===== config.mk =====
export PLATFORM = sky130hd
export DESIGN_NAME = mfs_supervisor
export DESIGN_NICKNAME = d
export VERILOG_FILES = /design/src/logic/mfs_pkg.sv /design/src/logic/mfs_supervisor.sv
export SDC_FILE = /design/constraint.sdc
export NUM_CORES = 2
export LEC_CHECK = 0
export ABC_AREA = 1
export CORE_ASPECT_RATIO = 0.7
export CORE_MARGIN = 3
export CORE_UTILIZATION = 42
export DETAILED_ROUTE_END_ITERATION = 6
export DONT_BUFFER_PORTS = 1
export PLACE_DENSITY_LB_ADDON = 0.3
export SLEW_MARGIN = 5
export SYNTH_ARGS = -nofsm -noshare
export SYNTH_HDL_FRONTEND = slang
export SYNTH_SLANG_ARGS = --single-unit

===== constraint.sdc =====
create_clock -name i_mclk -period 8.3 [get_ports i_mclk]
set_clock_uncertainty 0.05 [all_clocks]
set_input_delay 0 -clock i_mclk [delete_from_list [all_inputs] [get_ports i_mclk]]
set_output_delay 0 -clock i_mclk [all_outputs]
set_load 0.05 [all_outputs]

===== src/logic/mfs_pkg.sv =====
// Package for the motor field and speed supervisor: constants and carrier types.
package mfs_pkg;

    localparam int unsigned THR_W  = 16;
    localparam int unsigned MEAS_W = 16;
    localparam int unsigned DLY_W  = 16;

    // Threshold settings: 100 counts per percent of the nominal quantity.
    localparam logic [THR_W-1:0] PCT_SCALE       = 16'h0064;
    localparam logic [THR_W-1:0] FLD_OVR_DISABLE = 16'h34BC; // 135 percent.
    localparam logic [THR_W-1:0] SPEED_OFF       = 16'h0000;
    localparam int unsigned      PCT_DIV         = 10000;

    // Fault word bit positions.
    localparam int unsigned FW1_FLD_OVR_BIT = 14;
    localparam int unsigned FW2_OVRSPD_BIT  = 15;
    localparam int unsigned FW3_FLD_LOW_BIT = 8;
    localparam int unsigned FW4_SPD_FB_BIT  = 4;

    // Delay in supervision ticks; default chosen to be one tick per unit.
    localparam logic [DLY_W-1:0] DLY_DEFAULT = 16'h0001;

    typedef enum logic [2:0] {
        MFS_MODE_NORMAL  = 3'b000,
        MFS_MODE_FIXOPT  = 3'b001,
        MFS_MODE_EMFOPT  = 3'b010,
        MFS_MODE_FIXROPT = 3'b011,
        MFS_MODE_EMFROPT = 3'b100,
        MFS_MODE_OTHER   = 3'b101
    } mfs_mode_t;

    typedef enum logic [1:0] {
        MFS_SEL_FAULT = 2'b00,
        MFS_SEL_ALARM = 2'b01,
        MFS_SEL_NONE  = 2'b10,
        MFS_SEL_RSVD  = 2'b11
    } mfs_fbsel_t;

    typedef enum logic [1:0] {
        MFS_SRC_ENC  = 2'b00,
        MFS_SRC_TACH = 2'b01,
        MFS_SRC_ENC2 = 2'b10,
        MFS_SRC_RSVD = 2'b11
    } mfs_src_t;

    typedef struct packed {
        logic [THR_W-1:0] min_field_trip_level;
        logic [DLY_W-1:0] min_field_trip_delay;
        logic [THR_W-1:0] field_overcurrent_level;
        logic [THR_W-1:0] speed_monitor_level;
        logic [THR_W-1:0] emf_monitor_level;
        logic [THR_W-1:0] overspeed_limit;
        mfs_fbsel_t       speed_feedback_fault_selector;
        mfs_src_t         speed_source;
        mfs_mode_t        field_control_mode;
    } mfs_cfg_t;

    typedef struct packed {
        logic [MEAS_W-1:0] field_current;
        logic [MEAS_W-1:0] nominal_field_current;
        logic [MEAS_W-1:0] field_heating_reference;
        logic [MEAS_W-1:0] field_current_reference;
        logic [MEAS_W-1:0] emf;
        logic [MEAS_W-1:0] encoder_speed;
        logic [MEAS_W-1:0] tacho_speed;
        logic [MEAS_W-1:0] second_encoder_speed;
        logic [MEAS_W-1:0] motor_speed;
    } mfs_meas_t;

    typedef struct packed {
        logic field_overcurrent_fault;
        logic overspeed_fault;
        logic field_undercurrent_fault;
        logic speed_feedback_fault;
    } mfs_flt_t;

endpackage


===== src/logic/mfs_supervisor.sv =====
// Motor field, speed-feedback and overspeed protection supervisor.
`timescale 1ns/1ps
module mfs_supervisor #(
    parameter int unsigned MEAS_W = mfs_pkg::MEAS_W
) (
    // Clock and reset.
    input  wire logic              i_mclk,
    input  wire logic              i_rst_n,
    // Supervision control.
    input  wire logic              i_tick,
    input  wire logic              i_fault_reset,
    input  wire logic              i_field_heat_econ,
    // Settings and measurements.
    input  wire mfs_pkg::mfs_cfg_t  i_cfg,
    input  wire mfs_pkg::mfs_meas_t i_meas,
    // Fault words and alarm.
    output logic [15:0]            o_fault_word_one,
    output logic [15:0]            o_fault_word_two,
    output logic [15:0]            o_fault_word_three,
    output logic [15:0]            o_fault_word_four,
    output logic                   o_speed_feedback_alarm
);

    mfs_pkg::mfs_flt_t           flt_r;
    mfs_pkg::mfs_flt_t           flt_nxt;
    logic                        alarm_r;
    logic [mfs_pkg::DLY_W-1:0]   low_cnt_r;
    logic [mfs_pkg::DLY_W-1:0]   low_cnt_nxt;

    // Percent thresholds scaled to measurement units; 32-bit products avoid overflow.
    wire [31:0] nom_w   = {16'h0000, i_meas.nominal_field_current};
    wire [31:0] min_abs = (32'(i_cfg.min_field_trip_level) * nom_w) / 32'(mfs_pkg::PCT_DIV);
    wire [31:0] ovr_abs = (32'(i_cfg.field_overcurrent_level) * nom_w) / 32'(mfs_pkg::PCT_DIV);
    wire        opti_mode = (i_cfg.field_control_mode == mfs_pkg::MFS_MODE_FIXOPT)
                          | (i_cfg.field_control_mode == mfs_pkg::MFS_MODE_EMFOPT)
                          | (i_cfg.field_control_mode == mfs_pkg::MFS_MODE_FIXROPT)
                          | (i_cfg.field_control_mode == mfs_pkg::MFS_MODE_EMFROPT);
    wire [31:0] heat_half = {17'h0_0000, i_meas.field_heating_reference[15:1]};
    wire [31:0] ref_half  = {17'h0_0000, i_meas.field_current_reference[15:1]};
    // Heating and economy take precedence over the optimised modes.
    wire [31:0] low_level = i_field_heat_econ ? heat_half : (opti_mode ? ref_half : min_abs);
    wire        fld_low   = {16'h0000, i_meas.field_current} < low_level;
    wire        dly_done  = low_cnt_r >= i_cfg.min_field_trip_delay;
    wire        ovr_on    = i_cfg.field_overcurrent_level != mfs_pkg::FLD_OVR_DISABLE;
    wire        fld_ovr   = ovr_on & ({16'h0000, i_meas.field_current} > ovr_abs);
    wire [15:0] spd_sel   = (i_cfg.speed_source == mfs_pkg::MFS_SRC_TACH) ? i_meas.tacho_speed :
                            (i_cfg.speed_source == mfs_pkg::MFS_SRC_ENC2) ?
                            i_meas.second_encoder_speed : i_meas.encoder_speed;
    wire        fb_armed  = i_meas.emf > i_cfg.emf_monitor_level;
    wire        fb_bad    = fb_armed & (spd_sel <= i_cfg.speed_monitor_level);
    wire        fb_trip   = fb_bad & (i_cfg.speed_feedback_fault_selector == mfs_pkg::MFS_SEL_FAULT);
    wire        fb_alarm  = fb_bad & (i_cfg.speed_feedback_fault_selector == mfs_pkg::MFS_SEL_ALARM);
    wire        spd_on    = i_cfg.overspeed_limit != mfs_pkg::SPEED_OFF;
    wire        ovrspd    = spd_on & (i_meas.motor_speed > i_cfg.overspeed_limit);

    // A new trip in the reset cycle wins over the reset so no event is lost.
    always_comb begin
        flt_nxt     = i_fault_reset ? '0 : flt_r;
        low_cnt_nxt = low_cnt_r;
        if (i_tick) begin
            low_cnt_nxt = !fld_low ? '0 : (dly_done ? low_cnt_r : low_cnt_r + 1'b1);
            if (fld_low && dly_done) begin
                flt_nxt.field_undercurrent_fault = 1'b1;
            end
            if (fld_ovr) begin
                flt_nxt.field_overcurrent_fault = 1'b1;
            end
            if (fb_trip) begin
                flt_nxt.speed_feedback_fault = 1'b1;
            end
            if (ovrspd) begin
                flt_nxt.overspeed_fault = 1'b1;
            end
        end
    end

    always_ff @(posedge i_mclk or negedge i_rst_n) begin
        if (!i_rst_n) begin
            flt_r     <= '0;
            low_cnt_r <= '0;
            alarm_r   <= 1'b0;
        end else begin
            flt_r     <= flt_nxt;
            low_cnt_r <= low_cnt_nxt;
            alarm_r   <= i_tick ? fb_alarm : alarm_r;
        end
    end

    always_comb begin
        o_fault_word_one   = '0;
        o_fault_word_two   = '0;
        o_fault_word_three = '0;
        o_fault_word_four  = '0;
        o_fault_word_one[mfs_pkg::FW1_FLD_OVR_BIT]   = flt_r.field_overcurrent_fault;
        o_fault_word_two[mfs_pkg::FW2_OVRSPD_BIT]    = flt_r.overspeed_fault;
        o_fault_word_three[mfs_pkg::FW3_FLD_LOW_BIT] = flt_r.field_undercurrent_fault;
        o_fault_word_four[mfs_pkg::FW4_SPD_FB_BIT]   = flt_r.speed_feedback_fault;
    end
    assign o_speed_feedback_alarm = alarm_r;

    a_ovr_latch: assert property (@(posedge i_mclk) disable iff (!i_rst_n)
        i_tick && fld_ovr |=> o_fault_word_one[mfs_pkg::FW1_FLD_OVR_BIT])
        else $error("Field overcurrent not latched.");
    a_ovr_disable: assert property (@(posedge i_mclk) disable iff (!i_rst_n)
        i_tick && !ovr_on |-> !fld_ovr)
        else $error("Overcurrent check active at disable level.");
    a_spd_latch: assert property (@(posedge i_mclk) disable iff (!i_rst_n)
        i_tick && spd_on && (i_meas.motor_speed > i_cfg.overspeed_limit)
        |=> o_fault_word_two[mfs_pkg::FW2_OVRSPD_BIT])
        else $error("Overspeed not latched.");
    a_spd_off: assert property (@(posedge i_mclk) disable iff (!i_rst_n)
        (i_cfg.overspeed_limit == mfs_pkg::SPEED_OFF) && !$past(flt_r.overspeed_fault)
        && !flt_r.overspeed_fault |=> !o_fault_word_two[mfs_pkg::FW2_OVRSPD_BIT])
        else $error("Overspeed set with limit zero.");
    a_fb_arm: assert property (@(posedge i_mclk) disable iff (!i_rst_n)
        !fb_armed |-> !fb_trip && !fb_alarm)
        else $error("Feedback check fired while disarmed.");
    a_fb_latch: assert property (@(posedge i_mclk) disable iff (!i_rst_n)
        i_tick && fb_armed && (spd_sel <= i_cfg.speed_monitor_level) &&
        (i_cfg.speed_feedback_fault_selector == mfs_pkg::MFS_SEL_FAULT)
        |=> o_fault_word_four[mfs_pkg::FW4_SPD_FB_BIT])
        else $error("Speed feedback fault not latched.");
    a_low_wait: assert property (@(posedge i_mclk) disable iff (!i_rst_n)
        $rose(flt_r.field_undercurrent_fault) |-> $past(fld_low) && $past(dly_done))
        else $error("Undercurrent fault before delay.");
    a_heat_level: assert property (@(posedge i_mclk) disable iff (!i_rst_n)
        i_field_heat_econ |-> low_level == heat_half)
        else $error("Heating level not used.");
    a_opti_level: assert property (@(posedge i_mclk) disable iff (!i_rst_n)
        !i_field_heat_econ && opti_mode |-> low_level == ref_half)
        else $error("Optimised mode level not used.");
    a_hold: assert property (@(posedge i_mclk) disable iff (!i_rst_n)
        o_fault_word_three[mfs_pkg::FW3_FLD_LOW_BIT] && !i_fault_reset
        |=> o_fault_word_three[mfs_pkg::FW3_FLD_LOW_BIT])
        else $error("Undercurrent fault dropped without reset.");

    // The checks below pin down latching, the reset path and which cause may raise a bit.
    // A fault that rises without a qualifying tick points at a stale next-state term.
    // Spare bits of the fault words must stay clear so software can mask whole words.
    a_ovr_hold: assert property (@(posedge i_mclk) disable iff (!i_rst_n)
        o_fault_word_one[mfs_pkg::FW1_FLD_OVR_BIT] && !i_fault_reset
        |=> o_fault_word_one[mfs_pkg::FW1_FLD_OVR_BIT])
        else $error("Overcurrent fault dropped without reset.");

    a_spd_hold: assert property (@(posedge i_mclk) disable iff (!i_rst_n)
        o_fault_word_two[mfs_pkg::FW2_OVRSPD_BIT] && !i_fault_reset
        |=> o_fault_word_two[mfs_pkg::FW2_OVRSPD_BIT])
        else $error("Overspeed fault dropped without reset.");

    a_fb_hold: assert property (@(posedge i_mclk) disable iff (!i_rst_n)
        o_fault_word_four[mfs_pkg::FW4_SPD_FB_BIT] && !i_fault_reset
        |=> o_fault_word_four[mfs_pkg::FW4_SPD_FB_BIT])
        else $error("Feedback fault dropped without reset.");

    a_reset_clear: assert property (@(posedge i_mclk) disable iff (!i_rst_n)
        i_fault_reset && !i_tick
        |=> (o_fault_word_one == 16'h0000) && (o_fault_word_two == 16'h0000)
            && (o_fault_word_three == 16'h0000) && (o_fault_word_four == 16'h0000))
        else $error("Fault reset did not clear the fault words.");

    a_quiet_hold: assert property (@(posedge i_mclk) disable iff (!i_rst_n)
        !i_tick && !i_fault_reset |=> flt_r == $past(flt_r))
        else $error("Fault state changed without a tick.");

    a_min_level: assert property (@(posedge i_mclk) disable iff (!i_rst_n)
        !i_field_heat_econ && !opti_mode |-> low_level == min_abs)
        else $error("Programmed minimum level not used.");

    a_low_count: assert property (@(posedge i_mclk) disable iff (!i_rst_n)
        i_tick && !fld_low |=> low_cnt_r == '0)
        else $error("Undercurrent delay count not restarted.");

    a_alarm_follow: assert property (@(posedge i_mclk) disable iff (!i_rst_n)
        i_tick |=> o_speed_feedback_alarm == $past(fb_alarm))
        else $error("Feedback alarm does not follow the tick.");

    a_fb_none: assert property (@(posedge i_mclk) disable iff (!i_rst_n)
        i_cfg.speed_feedback_fault_selector == mfs_pkg::MFS_SEL_NONE
        |-> !fb_trip && !fb_alarm)
        else $error("Feedback reaction with selector none.");

    a_ovr_cause: assert property (@(posedge i_mclk) disable iff (!i_rst_n)
        $rose(flt_r.field_overcurrent_fault) |-> $past(i_tick) && $past(fld_ovr))
        else $error("Overcurrent fault without cause.");

    a_spd_cause: assert property (@(posedge i_mclk) disable iff (!i_rst_n)
        $rose(flt_r.overspeed_fault) |-> $past(i_tick) && $past(ovrspd))
        else $error("Overspeed fault without cause.");

    a_fb_cause: assert property (@(posedge i_mclk) disable iff (!i_rst_n)
        $rose(flt_r.speed_feedback_fault) |-> $past(i_tick) && $past(fb_trip))
        else $error("Feedback fault without cause.");

    a_word_layout: assert property (@(posedge i_mclk) disable iff (!i_rst_n)
        ((o_fault_word_one & ~(16'h0001 << mfs_pkg::FW1_FLD_OVR_BIT)) == 16'h0000)
        && ((o_fault_word_two & ~(16'h0001 << mfs_pkg::FW2_OVRSPD_BIT)) == 16'h0000)
        && ((o_fault_word_three & ~(16'h0001 << mfs_pkg::FW3_FLD_LOW_BIT)) == 16'h0000)
        && ((o_fault_word_four & ~(16'h0001 << mfs_pkg::FW4_SPD_FB_BIT)) == 16'h0000))
        else $error("Spare fault word bit set.");

    c_low:  cover property (@(posedge i_mclk) $rose(flt_r.field_undercurrent_fault));
    c_ovr:  cover property (@(posedge i_mclk) $rose(flt_r.field_overcurrent_fault));
    c_fb:   cover property (@(posedge i_mclk) $rose(flt_r.speed_feedback_fault));
    c_spd:  cover property (@(posedge i_mclk) $rose(flt_r.overspeed_fault));
    c_alm:  cover property (@(posedge i_mclk) $rose(o_speed_feedback_alarm));

endmodule // mfs_supervisor


# == Word-level counts from Yosys, hierarchy flattened ==
# Index checks and enable logic that the tools add are counted.
# word_totals
latch_bits,0
out_inout_bits,65
ram_bits,0
memories,0
mem_bits_ro,0
regBits,21
# op_classes
shifts,0
n_eq_ne,9
magnitude_cmp,6
reduce_logical,4
bitwise,8
mux,12
addsub,1
n_mul,2
div,2
# ops
operator,count
32-bit by 14-bit divider with 32-bit output (second input constant),2
16-bit by 16-bit multiplier with 32-bit output,2
16-bit two-way mux,4
32-bit two-way mux,2
16-bit > comparator,2
16-bit by 32-bit > comparator with 1-bit output,1
16-bit by 32-bit < comparator with 1-bit output,1
16-bit by 1-bit adder with 16-bit output (second input constant),1
16-bit greater-or-equal comparator,1
16-bit <= comparator,1
16-bit by 14-bit inequality test with 1-bit output (second input constant),1
16-bit nonzero test,1
4-bit two-way mux,2
3-bit by 2-bit == test with 1-bit output (second input constant),2
1-bit AND,5
2-bit by 1-bit == test with 1-bit output (second input constant),2
1-bit two-way mux,4
3-bit by 1-bit == test with 1-bit output (second input constant),1
3-bit == test (second input constant),1
1-bit OR,3
2-bit == test (second input constant),1
2-bit zero test,1
2-bit inequality test (second input constant),1
2-bit AND reduction,1
1-bit logical AND,1

# == Longest topological paths before layout ==
# depth
ltp_word,10
mapped_depth,178
ltp_nobuf,173

# == Least setup slack after synthesis ==
# No wires, ideal clock.
# synth_timing
path_kind,input port to flip-flop
start,in i_cfg[65] (netlist name)
end,reg flt_r (netlist bit o_fault_word_one[14])
slack_ps,-9716
setup_time_ps,101
t_arrival_ps,17865
required_ps,8149
path_buffers,11
cell_stages,145
path_cell_list,clkbuf_1 > clkbuf_1 > nand2_1 > fa_1 > inv_1 > fa_1 > inv_1 > fa_1 > inv_1 > fa_1 > fa_1 > inv_1 > fa_1 > inv_1 > ha_1 > nand2_1 > o21ai_1 > a21oi_2 > (+109 left out) > nor2_1 > nand2_2 > nand2_4 > nand2_1 > nand2_1 > a21oi_1 > nor2_1 > nand2_1 > ha_1 > o21bai_1 > a221oi_1 > nor2_1 > nor2_1 > o21ai_0 > nand2_1 > o2111ai_1 > nand3_1 > o32ai_1
# synth_lines
item,line_no,text
from (decl),mfs_supervisor.sv:14,"input wire mfs_pkg::mfs_cfg_t i_cfg,"
to (signal assigned),mfs_supervisor.sv:83,flt_r <= flt_nxt;
to (decl),mfs_supervisor.sv:24,mfs_pkg::mfs_flt_t flt_r;

==> results_dict.tcl <==
set metrics [dict create \
    layout-drive-gt1-share_pct 34.4 \
    finalHoldWorstSlack_ps 120 \
    critical_path.slowest_cell "sky130_fd_sc_hd__fa_1" \
    area_growth_syn_to_layout_pct 33.4 \
    cp_data_required_time_ps 8420 \
    grt_first_pass_wirelength_um 181000 \
    timing.rr.end "low_cnt_r[7]" \
    cts_tree "built" \
    vias 37500 \
    final_critical_path_setup_slack_ps -9800 \
    cp_top_family "simple AND/OR/NAND/NOR gates" \
    tritoncts.num_buffers 3 \
    top_level_ports 317 \
    postLayoutCoreUtil_pct 56.7 \
    hold-path-endpoint "o_speed_feedback_alarm" \
    die_h_um 253 \
    number_of_enable_flip_flop_cells_after_synthesis 0 \
    drt.antenna.violating_nets 0 \
    n_fill_cell 7958 \
    multi_input_gate_area_um2 33800 \
    grt_pass1_vias 36800 \
    period_share_pct 218 \
    drt_iter0_markers 2122 \
    antennaDiodeCount 0 \
    detail_route.vias_per_cell 4.85 \
    min_delay_path_depth 4 \
    maxCapViolations 0 \
    gpl.final_weighted_congestion 0.900 \
    post-route-drc-count 0 \
    failed_checks "setup timing" \
    most_common_library_cell_in_the_layout_ignoring_fill_and_taps "sky130_fd_sc_hd__nand2_1" \
    synth-seq-area-share_pct 1.43 \
    die_width_um 360 \
    hold_viol 0 \
    clock_insertion_delay_worst_skew_ps 260 \
    layout.cells.most_common_list "sky130_fd_sc_hd__nand2_1, sky130_fd_sc_hd__inv_1, sky130_fd_sc_hd__buf_4" \
    timing.critical_path.slowest_cell_delay_ps 560 \
    fp-row-count 90 \
    worst_case_reg_to_reg_path_depth 18 \
    hpwl_um 86900 \
    drt-wirelength-per-cell_um 14.1 \
    grt_setup_unrepaired "yes" \
    synth_top_flop_cell "sky130_fd_sc_hd__dfrtp_1" \
    worst-setup-path-type "in2reg" \
    worst_slew_slack_as_a_fraction_of_its_limit_pct 22.7 \
    cts_root_cell "sky130_fd_sc_hd__clkbuf_16" \
    status "finished, violations left" \
    holdCritStartpoint "i_cfg[23]" \
    cp.buffers_inverters 25 \
    cts_max_level 1 \
    stdcell_area_um2 49000 \
    pin_count_of_the_biggest_net_entering_global_routing 33 \
    yosys.cell_types.count 74 \
    ff_latch_area_um2 526 \
    dpl_cell_area_um2 44500 \
    final_max_slew_viol_count 0 \
    first_pass_iters 6 \
    critical_path_sink_type "flip-flop" \
    final-setup-viol-count 18 \
    ys_warn_count 0 \
    syn-instance-count 5676 \
    place.port_buffers 0 \
    finish.net_count 7529 \
    grt_overflow 0 \
    routed_wl_um 109000 \
    floorplan.core_area_um2 86500 \
    dieArea_um2 91100 \
    regToRegStartpoint "low_cnt_r[0]" \
    grt.total_usage_pct 23.3 \
    postSynthRegisterBits 21 \
    worst_slew_pin_slew_ps 1160 \
    critPathLaunchType "input pin" \
    worst_hold_path_type "in2reg" \
    synth_async_sr_flop_share_pct 100 \
    initial_core_utilization_pct 42.5 \
    ff2ff_setup_slack_ps 4020 \
    synth_area_per_cell_um2 6.47 \
    grt_antenna_before_repair 1 \
    cell_repeated_most_along_the_worst_path "sky130_fd_sc_hd__nand2_1" \
    fin_crit_ps 18100 \
    max-clock-path-buffers 2 \
    post_synth_instance_area_um2 36700 \
    fmax_mhz 55.3 \
    cp.arrival_ps 18210 \
    cts.clk_slew.worst_paths_ps 60 \
    cts.sinks 21 \
    maximum_fanout_count_along_the_critical_path 17 \
]
==> routing by layer <==
| metal | vias up | share of wire, % | track usage, % |
|---|---|---|---|
| met5 | - | 0.0073 | 0 |
| met4 | 2 | 1.5 | 3.12 |
| met3 | 118 | 5.3 | 1.86 |
| met2 | 918 | 47 | 38.8 |
| met1 | 17600 | 47 | 33.8 |
| li1 | 18900 | - | - |
==> stage by stage <==
stage	setup WS, ps	std cells	setup TNS [ps]
floorplan	-9080	5735	-154310
global placement	-10250	7559	-183820
detailed placement	-10510	7559	-187820
CTS	-9500	7692	-167700
global route	-11550	7734	-195010
finish	-9800	7734	-173620
==> how the worst max path moves through the flow <==
stage                           start                    to  slack, ps  cells past startpoint
after floorplan             i_cfg[57]  o_fault_word_one[14]      -9080                    161
after global placement    i_meas[118]          low_cnt_r[1]     -10250                    143
after detailed placement    i_cfg[59]  o_fault_word_one[14]     -10510                    148
after CTS                 i_meas[115]  o_fault_word_one[14]      -9500                    157
after global routing      i_meas[115]  o_fault_word_one[14]     -11550                    153
final                       i_cfg[57]  o_fault_word_one[14]      -9800                    151
==> cell usage after synthesis, drive strengths merged (7+ instances only) <==
cell type / n / area (um^2)
a21oi: 153 / 995
a31oi: 17 / 106
and2: 7 / 51.3
buf: 82 / 753
clkbuf: 119 / 447
clkinv: 22 / 115
dfrtp: 21 / 526
fa: 388 / 7770
ha: 304 / 3800
inv: 1272 / 4810
nand2: 2008 / 9280
nand3: 433 / 2550
nand3b: 36 / 274
nand4: 82 / 606
nor2: 347 / 1820
nor3: 28 / 155
nor4: 8 / 50.1
o211ai: 7 / 62.6
o21ai: 131 / 727
o21bai: 10 / 75.1
xnor2: 46 / 403
xor2: 109 / 970
==> repair_timing <==
item                                    in CTS  in global routing
pin swaps                                  283                228
endpoints found under the setup margin      18                 18
setup buffers                              103                 45
cloned                                      18                  0
resized for setup                          409                286
endpoints found under the hold margin       42                  0
hold buffers                                 8                  0
==> cells by family after synthesis <==
| kind of cell | share of synthesized area (%) |
|---|---|
| XOR/XNOR | 3.74 |
| AND/OR/NAND/NOR | 40.3 |
| buffers and inverters | 16.8 |
| other | 0.0102 |
| flip-flops | 1.43 |
| adder cells (fa/ha/maj) | 31.5 |
| AO/OA/AOI/OAI | 6.19 |
==> final cells by class <==
class	count	area share (%)
clock buffers	3	0.153
clock inverters	1	0.0102
inverters	1295	10.2
multi-input cells	4231	68.9
flip-flops and latches	21	1.07
well taps	1150	2.94
repair buffers	1032	16.7
repair inverters	1	0.0153
==> tightest hold or removal path, cell delays in order <==
cell and delay [ps]:
sky130_fd_sc_hd__ha_1 110, sky130_fd_sc_hd__a41oi_1 120, sky130_fd_sc_hd__nand2_1 80, sky130_fd_sc_hd__o21ai_0 70
==> flip-flops by register name, indices dropped and copies added, names as in the netlist <==
register                cells
o_fault_word_three          1
o_fault_word_two            1
low_cnt_r                  16
o_fault_word_one            1
o_speed_feedback_alarm      1
o_fault_word_four           1
Power is not shown: default switching activity piles up to over one toggle a cycle in this logic, so the estimate is an artifact.
